`config.mk`:
```
export PLATFORM = sky130hd
export DESIGN_NAME = wudc_top
export DESIGN_NICKNAME = d
export VERILOG_FILES = /design/src/shared/wudc_pkg.sv /design/src/core/wudc_top.sv
export VERILOG_INCLUDE_DIRS = /design/src /design/src/shared
export SDC_FILE = /design/constraint.sdc
export NUM_CORES = 1
export LEC_CHECK = 0
export BUFFER_PORTS_ARGS = -buffer_cell sky130_fd_sc_hd__buf_2
export CAP_MARGIN = 0
export CORE_ASPECT_RATIO = 1.2
export CORE_UTILIZATION = 51
export CTS_CLUSTER_DIAMETER = 200
export DETAILED_ROUTE_END_ITERATION = 10
export PLACE_DENSITY = 0.74
export SYNTH_ARGS = -nofsm -noshare
export SYNTH_HDL_FRONTEND = slang
export SYNTH_SLANG_ARGS = --single-unit
```
`constraint.sdc`:
```
create_clock -name ref_clk_i -period 2.92 [get_ports ref_clk_i]
set_input_delay 0.146 -clock ref_clk_i [delete_from_list [all_inputs] [get_ports ref_clk_i]]
set_output_delay 0.146 -clock ref_clk_i [all_outputs]
set_load 0.02 [all_outputs]
```
`src/shared/wudc_map.svh`:
```
// Register map, field positions, reset values and timing for the wake-up down counter.
// Assumes a 32-bit AXI4-Lite slave port with byte addresses.
`ifndef WUDC_MAP_SVH
`define WUDC_MAP_SVH

// Byte offsets of the register words
`define WUDC_OFF_INTERVAL 4'h0
`define WUDC_OFF_CONTROL 4'h4
`define WUDC_OFF_IRQ_STATUS 4'h8
`define WUDC_OFF_IRQ_MASK 4'hc
`define WUDC_ADDR_W 4

// Control word fields
`define WUDC_CTRL_ENABLE_BIT 0
`define WUDC_CTRL_EXPIRED_BIT 1

// Interrupt status and mask fields
`define WUDC_IRQ_EXPIRED_BIT 0

// Write strobe lanes and the bits they cover
`define WUDC_FLAG_LANE 0
`define WUDC_IVL_LO_LANE 0
`define WUDC_IVL_HI_LANE 1
`define WUDC_LANE_W 8
`define WUDC_IVL_LO_LSB 0
`define WUDC_IVL_LO_MSB 7
`define WUDC_IVL_HI_LSB 8
`define WUDC_IVL_HI_MSB 15
`define WUDC_MASK_W 1

// Reset values
`define WUDC_INTERVAL_RST 16'h0000
`define WUDC_IVL_LANE_RST 8'h00
`define WUDC_MASK_RST 1'h0
`define WUDC_COUNT_RST 16'h0000
`define WUDC_COUNT_ONE 16'h0001

// Counter width
`define WUDC_COUNT_W 16

// Bus responses
`define WUDC_RESP_OKAY 2'h0
`define WUDC_RESP_SLVERR 2'h2

// Clock and ring oscillator tick rate
`define WUDC_CLK_PERIOD_NS 5
`define WUDC_CLK_HZ 200000000
`define WUDC_TICK_HZ_DEFAULT 8000

`endif

```
`src/shared/wudc_pkg.sv`:
```
// Types shared by the wake-up down counter design.
// Assumes the constants of wudc_map.svh are included where numbers are needed.
package wudc_pkg;

  typedef logic [15:0] wudc_count_t;
  typedef logic [31:0] wudc_word_t;
  typedef logic [3:0] wudc_addr_t;

  typedef enum logic [1:0] {
    WUDC_RESP_OKAY   = 2'h0,
    WUDC_RESP_SLVERR = 2'h2
  } wudc_resp_e;

endpackage
```
`src/core/wudc_top.sv`:
```
// Wake-up down counter with an AXI4-Lite register slave and a level interrupt.
// Assumes one clock, an asynchronous active-low reset and a synchronous bus master.
`include "wudc_map.svh"

module wudc_top #(
  // Clock cycles per ring oscillator tick
  parameter int unsigned TICK_DIV = `WUDC_CLK_HZ / `WUDC_TICK_HZ_DEFAULT
) (
  // Clock and reset
  input wire logic ref_clk_i,
  input wire logic rst_n_i,
  // AXI4-Lite write address channel
  input wire logic [3:0] s_axi_awaddr_i,
  input wire logic s_axi_awvalid_i,
  output logic s_axi_awready_o,
  // AXI4-Lite write data channel
  input wire logic [31:0] s_axi_wdata_i,
  input wire logic [3:0] s_axi_wstrb_i,
  input wire logic s_axi_wvalid_i,
  output logic s_axi_wready_o,
  // AXI4-Lite write response channel
  output logic [1:0] s_axi_bresp_o,
  output logic s_axi_bvalid_o,
  input wire logic s_axi_bready_i,
  // AXI4-Lite read address channel
  input wire logic [3:0] s_axi_araddr_i,
  input wire logic s_axi_arvalid_i,
  output logic s_axi_arready_o,
  // AXI4-Lite read data channel
  output logic [31:0] s_axi_rdata_o,
  output logic [1:0] s_axi_rresp_o,
  output logic s_axi_rvalid_o,
  input wire logic s_axi_rready_i,
  // Interrupt
  output logic irq_o
);

  localparam int unsigned TICK_W = $clog2(TICK_DIV + 1);
  localparam logic [TICK_W-1:0] TICK_LAST = TICK_W'(TICK_DIV - 1);

  // Write path state
  logic aw_have_q;
  logic aw_have_d;
  logic w_have_q;
  logic w_have_d;
  logic [3:0] aw_addr_q;
  logic [31:0] w_data_q;
  logic [3:0] w_strb_q;
  logic awready_q;
  logic wready_q;
  logic bvalid_q;
  logic bvalid_d;
  logic [1:0] bresp_q;

  // Read path state
  logic arready_q;
  logic rvalid_q;
  logic rvalid_d;
  logic [31:0] rdata_q;
  logic [1:0] rresp_q;

  // Block state
  wudc_pkg::wudc_count_t interval_q;
  logic [`WUDC_LANE_W-1:0] ivl_lo_q;
  logic [`WUDC_LANE_W-1:0] ivl_hi_q;
  wudc_pkg::wudc_count_t count_q;
  wudc_pkg::wudc_count_t count_d;
  logic enable_q;
  logic expired_q;
  logic expired_d;
  logic irq_status_q;
  logic irq_mask_q;
  logic irq_q;
  logic [TICK_W-1:0] tick_cnt_q;

  // Handshakes
  wire aw_hs = s_axi_awvalid_i & awready_q;
  wire w_hs = s_axi_wvalid_i & wready_q;
  wire ar_hs = s_axi_arvalid_i & arready_q;
  wire wr_fire = aw_have_q & w_have_q & ~bvalid_q;

  // Write decode
  wire wr_interval = wr_fire & (aw_addr_q == `WUDC_OFF_INTERVAL);
  wire wr_control = wr_fire & (aw_addr_q == `WUDC_OFF_CONTROL);
  wire wr_status = wr_fire & (aw_addr_q == `WUDC_OFF_IRQ_STATUS);
  wire wr_mask = wr_fire & (aw_addr_q == `WUDC_OFF_IRQ_MASK);
  wire wr_mapped = wr_interval | wr_control | wr_status | wr_mask;

  // Byte-lane write enables
  wire flag_lane = w_strb_q[`WUDC_FLAG_LANE];
  wire ivl_lo_we = wr_interval & w_strb_q[`WUDC_IVL_LO_LANE];
  wire ivl_hi_we = wr_interval & w_strb_q[`WUDC_IVL_HI_LANE];
  wire mask_we = wr_mask & flag_lane;
  wire mask_wdata = w_data_q[`WUDC_IRQ_EXPIRED_BIT];
  wire mask_next = mask_we ? mask_wdata : irq_mask_q;

  // Control byte carries the enable; an unstrobed byte leaves it alone
  wire enable_new = (wr_control & flag_lane) ? w_data_q[`WUDC_CTRL_ENABLE_BIT]
                                            : enable_q;
  wire enable_rise = enable_new & ~enable_q;
  wire enable_fall = ~enable_new & enable_q;

  // Slow tick from the clock divider stands in for the ring oscillator
  wire tick = (tick_cnt_q == TICK_LAST);

  // Expiry event is the rising edge of the flag
  wire expire_event = expired_d & ~expired_q;
  wire status_clear = wr_status & flag_lane & w_data_q[`WUDC_IRQ_EXPIRED_BIT];
  wire status_d = (irq_status_q & ~status_clear) | expire_event;

  // Read decode
  wire rd_interval = (s_axi_araddr_i == `WUDC_OFF_INTERVAL);
  wire rd_control = (s_axi_araddr_i == `WUDC_OFF_CONTROL);
  wire rd_status = (s_axi_araddr_i == `WUDC_OFF_IRQ_STATUS);
  wire rd_mask = (s_axi_araddr_i == `WUDC_OFF_IRQ_MASK);
  wire rd_mapped = rd_interval | rd_control | rd_status | rd_mask;

  // Live count while enabled, stored start value otherwise
  wire [`WUDC_COUNT_W-1:0] interval_view = enable_q ? count_q : interval_q;
  wire [31:0] ctrl_view = {30'h0, expired_q, enable_q};
  wire [31:0] rd_word = rd_interval ? {16'h0, interval_view} :
                        rd_control ? ctrl_view :
                        rd_status ? {31'h0, irq_status_q} :
                        rd_mask ? {31'h0, irq_mask_q} : 32'h0;

  // Write channel sequencing: address and data in either order
  assign aw_have_d = (aw_have_q | aw_hs) & ~wr_fire;
  assign w_have_d = (w_have_q | w_hs) & ~wr_fire;
  assign bvalid_d = wr_fire | (bvalid_q & ~s_axi_bready_i);
  assign rvalid_d = ar_hs | (rvalid_q & ~s_axi_rready_i);

  // Counter next value
  always_comb begin
    count_d = count_q;
    expired_d = expired_q;
    if (enable_fall) begin
      // Clearing enable zeroes the counter and the flag in the same edge
      // The clear lands on the same commit edge as enable_q; reads while disabled show the start
      // value, so the zeroed count cannot be seen from the bus
      count_d = `WUDC_COUNT_RST;
      expired_d = 1'b0;
    end else if (enable_rise) begin
      count_d = interval_q;
      expired_d = 1'b0;
    end else if (enable_q && tick && !expired_q) begin
      // Start value N takes N ticks; zero expires on the first tick
      if (count_q > `WUDC_COUNT_ONE) begin
        count_d = count_q - `WUDC_COUNT_ONE;
      end else begin
        count_d = `WUDC_COUNT_RST;
        expired_d = 1'b1;
      end
    end
  end

  // Write address and data capture
  always_ff @(posedge ref_clk_i or negedge rst_n_i) begin
    if (!rst_n_i) begin
      aw_have_q <= 1'b0;
      w_have_q <= 1'b0;
      aw_addr_q <= 4'h0;
      w_data_q <= 32'h0;
      w_strb_q <= 4'h0;
    end else begin
      aw_have_q <= aw_have_d;
      w_have_q <= w_have_d;
      if (aw_hs) begin
        aw_addr_q <= s_axi_awaddr_i;
      end
      if (w_hs) begin
        w_data_q <= s_axi_wdata_i;
        w_strb_q <= s_axi_wstrb_i;
      end
    end
  end

  // Write handshake outputs
  always_ff @(posedge ref_clk_i or negedge rst_n_i) begin
    if (!rst_n_i) begin
      awready_q <= 1'b0;
      wready_q <= 1'b0;
      bvalid_q <= 1'b0;
      bresp_q <= `WUDC_RESP_OKAY;
    end else begin
      awready_q <= ~aw_have_d & ~bvalid_d;
      wready_q <= ~w_have_d & ~bvalid_d;
      bvalid_q <= bvalid_d;
      if (wr_fire) begin
        bresp_q <= wr_mapped ? `WUDC_RESP_OKAY : `WUDC_RESP_SLVERR;
      end
    end
  end

  // Read channel; one read outstanding at a time
  always_ff @(posedge ref_clk_i or negedge rst_n_i) begin
    if (!rst_n_i) begin
      arready_q <= 1'b0;
      rvalid_q <= 1'b0;
      rdata_q <= 32'h0;
      rresp_q <= `WUDC_RESP_OKAY;
    end else begin
      arready_q <= ~rvalid_d & ~ar_hs;
      rvalid_q <= rvalid_d;
      if (ar_hs) begin
        rdata_q <= rd_word;
        rresp_q <= rd_mapped ? `WUDC_RESP_OKAY : `WUDC_RESP_SLVERR;
      end
    end
  end

  // Stored start value, one instance per byte lane; a write never touches the
  // running count, and reset clears both lanes
  wudc_lane_reg #(
    .W(`WUDC_LANE_W),
    .RST(`WUDC_IVL_LANE_RST)
  ) wudc_lane_reg_lo_i (
    .ref_clk_i(ref_clk_i),
    .rst_n_i(rst_n_i),
    .we_i(ivl_lo_we),
    .wdata_i(w_data_q[`WUDC_IVL_LO_MSB:`WUDC_IVL_LO_LSB]),
    .q_o(ivl_lo_q)
  );

  wudc_lane_reg #(
    .W(`WUDC_LANE_W),
    .RST(`WUDC_IVL_LANE_RST)
  ) wudc_lane_reg_hi_i (
    .ref_clk_i(ref_clk_i),
    .rst_n_i(rst_n_i),
    .we_i(ivl_hi_we),
    .wdata_i(w_data_q[`WUDC_IVL_HI_MSB:`WUDC_IVL_HI_LSB]),
    .q_o(ivl_hi_q)
  );

  assign interval_q = {ivl_hi_q, ivl_lo_q};

  // Enable, flag and counter
  always_ff @(posedge ref_clk_i or negedge rst_n_i) begin
    if (!rst_n_i) begin
      enable_q <= 1'b0;
      expired_q <= 1'b0;
      count_q <= `WUDC_COUNT_RST;
    end else begin
      enable_q <= enable_new;
      expired_q <= expired_d;
      count_q <= count_d;
    end
  end

  // Tick divider restarts on load so the first interval is a full tick long
  always_ff @(posedge ref_clk_i or negedge rst_n_i) begin
    if (!rst_n_i) begin
      tick_cnt_q <= '0;
    end else if (enable_rise || tick) begin
      tick_cnt_q <= '0;
    end else if (enable_q) begin
      tick_cnt_q <= tick_cnt_q + TICK_W'(1);
    end
  end

  // Interrupt mask bit; it also stands for the global interrupt enable
  wudc_lane_reg #(
    .W(`WUDC_MASK_W),
    .RST(`WUDC_MASK_RST)
  ) wudc_lane_reg_mask_i (
    .ref_clk_i(ref_clk_i),
    .rst_n_i(rst_n_i),
    .we_i(mask_we),
    .wdata_i(mask_wdata),
    .q_o(irq_mask_q)
  );

  // Sticky status, set beats clear; the level follows a mask write at once
  always_ff @(posedge ref_clk_i or negedge rst_n_i) begin
    if (!rst_n_i) begin
      irq_status_q <= 1'b0;
      irq_q <= 1'b0;
    end else begin
      irq_status_q <= status_d;
      irq_q <= status_d & mask_next;
    end
  end

  // Outputs
  assign s_axi_awready_o = awready_q;
  assign s_axi_wready_o = wready_q;
  assign s_axi_bvalid_o = bvalid_q;
  assign s_axi_bresp_o = bresp_q;
  assign s_axi_arready_o = arready_q;
  assign s_axi_rvalid_o = rvalid_q;
  assign s_axi_rdata_o = rdata_q;
  assign s_axi_rresp_o = rresp_q;
  assign irq_o = irq_q;

endmodule

// One software-written register lane: loads on its strobe, holds otherwise
module wudc_lane_reg #(
  // Lane width and reset value
  parameter int unsigned W = 8,
  parameter logic [W-1:0] RST = '0
) (
  // Clock and reset
  input wire logic ref_clk_i,
  input wire logic rst_n_i,
  // Write strobe and data
  input wire logic we_i,
  input wire logic [W-1:0] wdata_i,
  // Stored value
  output logic [W-1:0] q_o
);

  logic [W-1:0] val_q;

  always_ff @(posedge ref_clk_i or negedge rst_n_i) begin
    if (!rst_n_i) begin
      val_q <= RST;
    end else if (we_i) begin
      val_q <= wdata_i;
    end
  end

  assign q_o = val_q;

endmodule

```
# Word-level counts from Yosys, hierarchy flattened
# Index checks and enable logic that the tools add are counted.
[totals] regBits=117
[op_classes] add_sub_neg=2 magnitude_cmp=1 n_eq_ne=7 mux=19 bitwise=51 reduce_logical=8
[ops] op="2-to-1 mux 16 bit" n=6
[ops] op="2-to-1 mux 15 bit" n=2
[ops] op="AND 1 bit" n=27
[ops] op="== test 4 bit (second input constant)" n=4
[ops] op="> comparator 16 x 1 -> 1 bit (second input constant)" n=1
[ops] op="subtractor 16 x 1 -> 16 bit (second input constant)" n=1
[ops] op="adder 15 x 1 -> 15 bit (second input constant)" n=1
[ops] op="== test 15 bit (second input constant)" n=1
[ops] op="inverter 1 bit" n=13
[ops] op="bitwise OR 1 bit" n=11
[ops] op="== test 4 x 3 -> 1 bit (second input constant)" n=2
[ops] op="zero test 4 bit" n=2
[ops] op="2-to-1 mux 1 bit" n=8
[ops] op="2-to-1 mux 2 bit" n=3
[ops] op="nonzero test 3 bit" n=1
[ops] op="logical AND 1 bit" n=2
[ops] op="nonzero test 2 bit" n=1
[ops] op="zero test 1 bit" n=1
[ops] op="logical OR 1 bit" n=1

# Longest topological paths before layout
[logic_depth] word_depth=11 ltp_mapped=7

# By module
# A second synthesis with hierarchy kept.
[hier_totals] hier_cells=459 hier_area_um2=5043.6
[modules_own_cells] module="wudc_top" n_inst=1 cells_each=423 area_each_um2=4340.4 seq_area_each_um2=2052.0
[modules_own_cells] module="wudc_lane_reg at wudc_lane_reg_hi_i ..." n_inst=2 cells_each=17 area_each_um2=331.6 seq_area_each_um2=200.2
[modules_own_cells] module="wudc_lane_reg at wudc_lane_reg_mask_i" n_inst=1 cells_each=2 area_each_um2=40.0 seq_area_each_um2=25.0

# Worst setup path after synthesis
# OpenSTA, ideal clock, no wires.
[synth_timing] kind="register to register" start="register tick_cnt_q[10]" end="register count_q[8]" setup_ns=0.141 arrival_ns=2.115 path_slack_ns=0.664 stages_incl_launch_ff=7 n_path_buf=1 synth_period_minus_slack_ns=2.256 path_cell_list="dfrtp_1 -> or4b_4 -> or4_1 -> buf_6 -> nor4_4 -> mux2i_1 -> o21ai_1"
[synth_via] elab_chain_len=4
[synth_rtl] element="from (decl)" line="wudc_top.sv:74" source="logic [TICK_W-1:0] tick_cnt_q;"
[synth_rtl] element="from (signal assigned)" line="wudc_top.sv:257" source="tick_cnt_q <= tick_cnt_q + TICK_W'(1);"
[synth_rtl] element="== test 15 bit" line="wudc_top.sv:104" source="wire tick = (tick_cnt_q == TICK_LAST);"
[synth_rtl] element="logical AND 1 bit (2 in series)" line="wudc_top.sv:145" source="end else if (enable_q && tick && !expired_q) begin"
[synth_rtl] element="nonzero test 3 bit (no line)"
[synth_rtl] element="to (signal assigned)" line="wudc_top.sv:242" source="count_q <= `WUDC_COUNT_RST;"
[synth_rtl] element="to (signal assigned)" line="wudc_top.sv:246" source="count_q <= count_d;"
[synth_rtl] element="to (decl)" line="wudc_top.sv:66" source="wudc_pkg::wudc_count_t count_q;"
# Every way passes these cells.
# A chain may end at the register's enable or synchronous reset.

# Worst setup path after layout
[layout_timing] start="register tick_cnt_q[10]" end="register count_q[13]"
# The elaborated chain is that of the path after synthesis.

==> impl_summary.log <==
INFO  metric floorplan.initialDensity = 0.532
INFO  metric grt_pass1_wl = 16.5 mm
INFO  metric status = completed
INFO  metric place.port_buffers = between 50 and 60
INFO  metric post_cts_sizing = 0
INFO  metric cts.reportedPaths.clkPinSlew = roughly 0.090 ns
INFO  metric timing_worst_setup_path_type = flip-flop to flip-flop
INFO  metric timing.final.crit_period = between 2 and 3 ns
INFO  metric synthesis.area = about 0.0049 sq mm
INFO  metric layout.nets = roughly 570
INFO  metric remaining_drc_errors = 0
INFO  metric synth-seq-cells = between 90 and 100
INFO  metric netlist_top_cells_area = sky130_fd_sc_hd__dfrtp_1, sky130_fd_sc_hd__mux2_2, sky130_fd_sc_hd__mux2i_1
INFO  metric wl = 9.80 mm
INFO  metric floorplan.die_area = a little under 0.01 sq mm
INFO  metric root_buffer = sky130_fd_sc_hd__clkbuf_8
INFO  metric finished_core_util = 0.614
INFO  metric syn-mean-instance-area = about 11 sq um
INFO  metric synth_edf_count = 0
INFO  metric power_density_of_the_placed_cells = about 850 mW/mm^2
INFO  metric crit_chain = or4b_4 -> or4_1 -> nor2_4 -> nand2_2 -> o311ai_1
INFO  metric ant_nets = 0
INFO  metric p_leak = 2.57 nW
INFO  metric fin_worst_skew = 0.0165 ns
INFO  metric least_margin_pin_slew = between 0.9 and 1 ns
INFO  metric min-delay-path-class = input pin to flip-flop
INFO  metric p_int = 0.00299 W
INFO  metric critical_path.n_buffers_inverters = 0
INFO  metric core = ~0.0091 sq mm
INFO  metric clock_tree.htree_level_count = 3
INFO  metric tritoncts = done
INFO  metric synthDominantCellAreaShare = 0.510
INFO  metric cts_made_buffers = 9
INFO  metric sw_frac_of_total = 0.375
INFO  metric ys_warn_count = 0
INFO  metric ys_top_cells_by_count = sky130_fd_sc_hd__dfrtp_1, sky130_fd_sc_hd__mux2_2, sky130_fd_sc_hd__nand2_1, sky130_fd_sc_hd__nor2_1, sky130_fd_sc_hd__mux2i_1
INFO  metric detailedPlacementHpwl = ~7.1 mm
INFO  metric worst_path_largest_cell_delay = around 0.73 ns
INFO  metric power_switching = ~0.0018 W
INFO  metric routedWlPerCell = ~15 microns
INFO  metric path_max_fanout = 6
INFO  metric max-vdd-ir-drop = between 0.5 and 0.6 mV
INFO  metric synth-seq-area-share = 0.510
INFO  metric detail_route.iter0.violations = approximately 290
INFO  metric global_route.overflow_total = 0
INFO  metric clock_sinks = between 90 and 100
INFO  metric end_kind = flip-flop
INFO  metric grt_pass1_vias = approximately 3400
INFO  metric report.final.setup_viol = 0
INFO  metric placement_rows = 38
INFO  metric synth_cell_types = just over 60
INFO  metric drive_gt1_frac = 0.263
INFO  metric timing.critical_path.required = roughly 3.2 ns
INFO  metric layout-area-overhead-vs-synth = 15.5%
INFO  metric gp_congestion = 0.913
INFO  metric insertedDiodeCount = 0
INFO  metric routed-via-count = approximately 3600
INFO  metric timing.critical_path.max_delay_family = simple AND/OR/NAND/NOR gates
INFO  metric maxCapViolCount = 0
INFO  metric drt_pass1_iterations = 4
INFO  metric cts.path.max_buffers = 2
INFO  metric cp_max_delay_cell = sky130_fd_sc_hd__or4_1
INFO  metric timing_hold_violations_final = 0
INFO  metric drt-vias-per-instance = 5.54
INFO  metric setup_tns = 0 ns
INFO  metric chipHeight = between 100 and 150 microns
INFO  metric synth_top_area_cell = sky130_fd_sc_hd__dfrtp_1
INFO  metric crit_arrival = around 2.8 ns
INFO  metric power.sequential.fraction = 0.414
INFO  metric ys_async_sr_fraction = 1.00
INFO  metric worst_skew_pair.late_latency = 0.37 ns
INFO  metric number_of_antenna_violations_at_the_first_check_in_global_routing = 0
INFO  metric postSynth.topFlopCell = sky130_fd_sc_hd__dfrtp_1
INFO  metric synthesis.instances = 440
INFO  metric relSlewSlack = 0.356
INFO  metric ioPinCount = 93
INFO  metric crit_path_start_kind = flip-flop
INFO  metric timing.final.crit_share = 0.860
INFO  metric layout.cell_area.non_filler = 0.00561 sq mm
INFO  metric synth.most_common_cell = sky130_fd_sc_hd__dfrtp_1
INFO  metric grt_setup_unrepaired = false
INFO  metric place_area = 0.00524 sq mm
INFO  metric fmax = between 300 and 400 MHz
INFO  metric clockPowerShare = 0.187
INFO  metric global_route.usage.total = 0.213
INFO  metric grt_start_max_net_pins = a little under 60
INFO  metric die_w = approximately 91 microns
INFO  metric comb_power_share = 0.399
INFO  metric finalMaxSlewViolations = 0
-- cells in the final DEF, fill, tap and decap left out, types with 7 or more instances in the layout --
cell and n:
sky130_fd_sc_hd__nor3_1 9, sky130_fd_sc_hd__conb_1 18, sky130_fd_sc_hd__o21ai_1 8, sky130_fd_sc_hd__nand3_1 11
sky130_fd_sc_hd__buf_4 11, sky130_fd_sc_hd__a22oi_1 7, sky130_fd_sc_hd__a21oi_1 16, sky130_fd_sc_hd__or3_1 9
sky130_fd_sc_hd__nor2_1 22, sky130_fd_sc_hd__buf_2 55, sky130_fd_sc_hd__nand2_1 40, sky130_fd_sc_hd__o21ai_0 18
sky130_fd_sc_hd__mux2i_1 19, sky130_fd_sc_hd__inv_1 11, sky130_fd_sc_hd__xnor2_1 7, sky130_fd_sc_hd__mux2_2 41
sky130_fd_sc_hd__dfrtp_1 99, sky130_fd_sc_hd__clkbuf_8 10, sky130_fd_sc_hd__dlygate4sd3_1 17
-- power by group through the flow --
stage	combinational, W	clock [W]	sequential, W
4_1_cts	0.00191	0.000918	0.00198
6_report	0.00191	0.000894	0.00198
3_5_place_dp	0.00188	0	0.00201
5_1_grt	0.00211	0.000970	0.00203
2_1_floorplan	0.00140	0	0.00197
3_3_place_gp	0.00184	0	0.00199
-- what timing repair did --
action,CTS,global route
setup buffers,0,0
hold buffers,17,0
hold endpoints to repair,57,0
-- layout make-up --
cell class | count | area [sq um]
Tap cell | 120 | 150
Fill cell | 788 | 3520
Clock inverter | 5 | 61.3
Inverter | 11 | 41.3
Sequential cell | 99 | 2480
Clock buffer | 11 | 141
Multi-Input combinational cell | 315 | 2190
Timing Repair Buffer | 84 | 548
-- registers in the layout (all words and copies together) (netlist names), 2 cells and up --
register                count
aw_addr_q                   4
w_data_q                   16
wudc_lane_reg_lo_i.q_o      8
w_strb_q                    2
wudc_lane_reg_hi_i.q_o      8
s_axi_rdata_o              16
count_q                    16
tick_cnt_q                 15
-- cells by family after synthesis --
kind of cell / share of synthesized area
AND/OR/NAND/NOR: 0.162
flip-flops: 0.510
AO/OA/AOI/OAI: 0.109
multiplexers: 0.134
buffers and inverters: 0.0525
XOR/XNOR: 0.0234
adder cells (fa/ha/maj): 0.00773
other: 0.000772
-- per-layer routing --
metal	share of wire	wire, microns	global-route usage	up-vias
li1	-	-	-	1719
met4	0.020	197	0.0918	0
met5	0	0	0	-
met1	0.46	4550	0.287	1739
met3	0.044	428	0.0300	14
met2	0.47	4620	0.346	101
-- path summary, 6_finish.rpt --
| path | start | end | slack (ns) | cells after the start |
|---|---|---|---|---|
| max in group asynchronous | rst_n_i | w_data_q[15] | 1.94 | 3 |
| max reg2reg | tick_cnt_q[10] | count_q[13] | 0.41 | 5 |
| max | tick_cnt_q[10] | count_q[13] | 0.41 | 5 |
| min | s_axi_wstrb_i[0] | w_strb_q[0] | 0.01 | 2 |
| min reg2reg | s_axi_rdata_o[15] | s_axi_rdata_o[15] | 0.48 | 2 |
| min in group asynchronous | rst_n_i | tick_cnt_q[6] | 0.29 | 2 |
-- metrics by stage --
stage	cells	worst slack (ns)	hold WS (ns)	power, W
after floorplan	457	0.664	-0.150	0.00336
after global placement	612	0.486	0.182	0.00383
after detailed placement	612	0.441	0.185	0.00389
after CTS	645	0.405	0.00159	0.00481
after global routing	645	0.277	0.00120	0.00511
final	645	0.408	0.0106	0.00479
No activity file was read; power rests on OpenSTA's default activity.
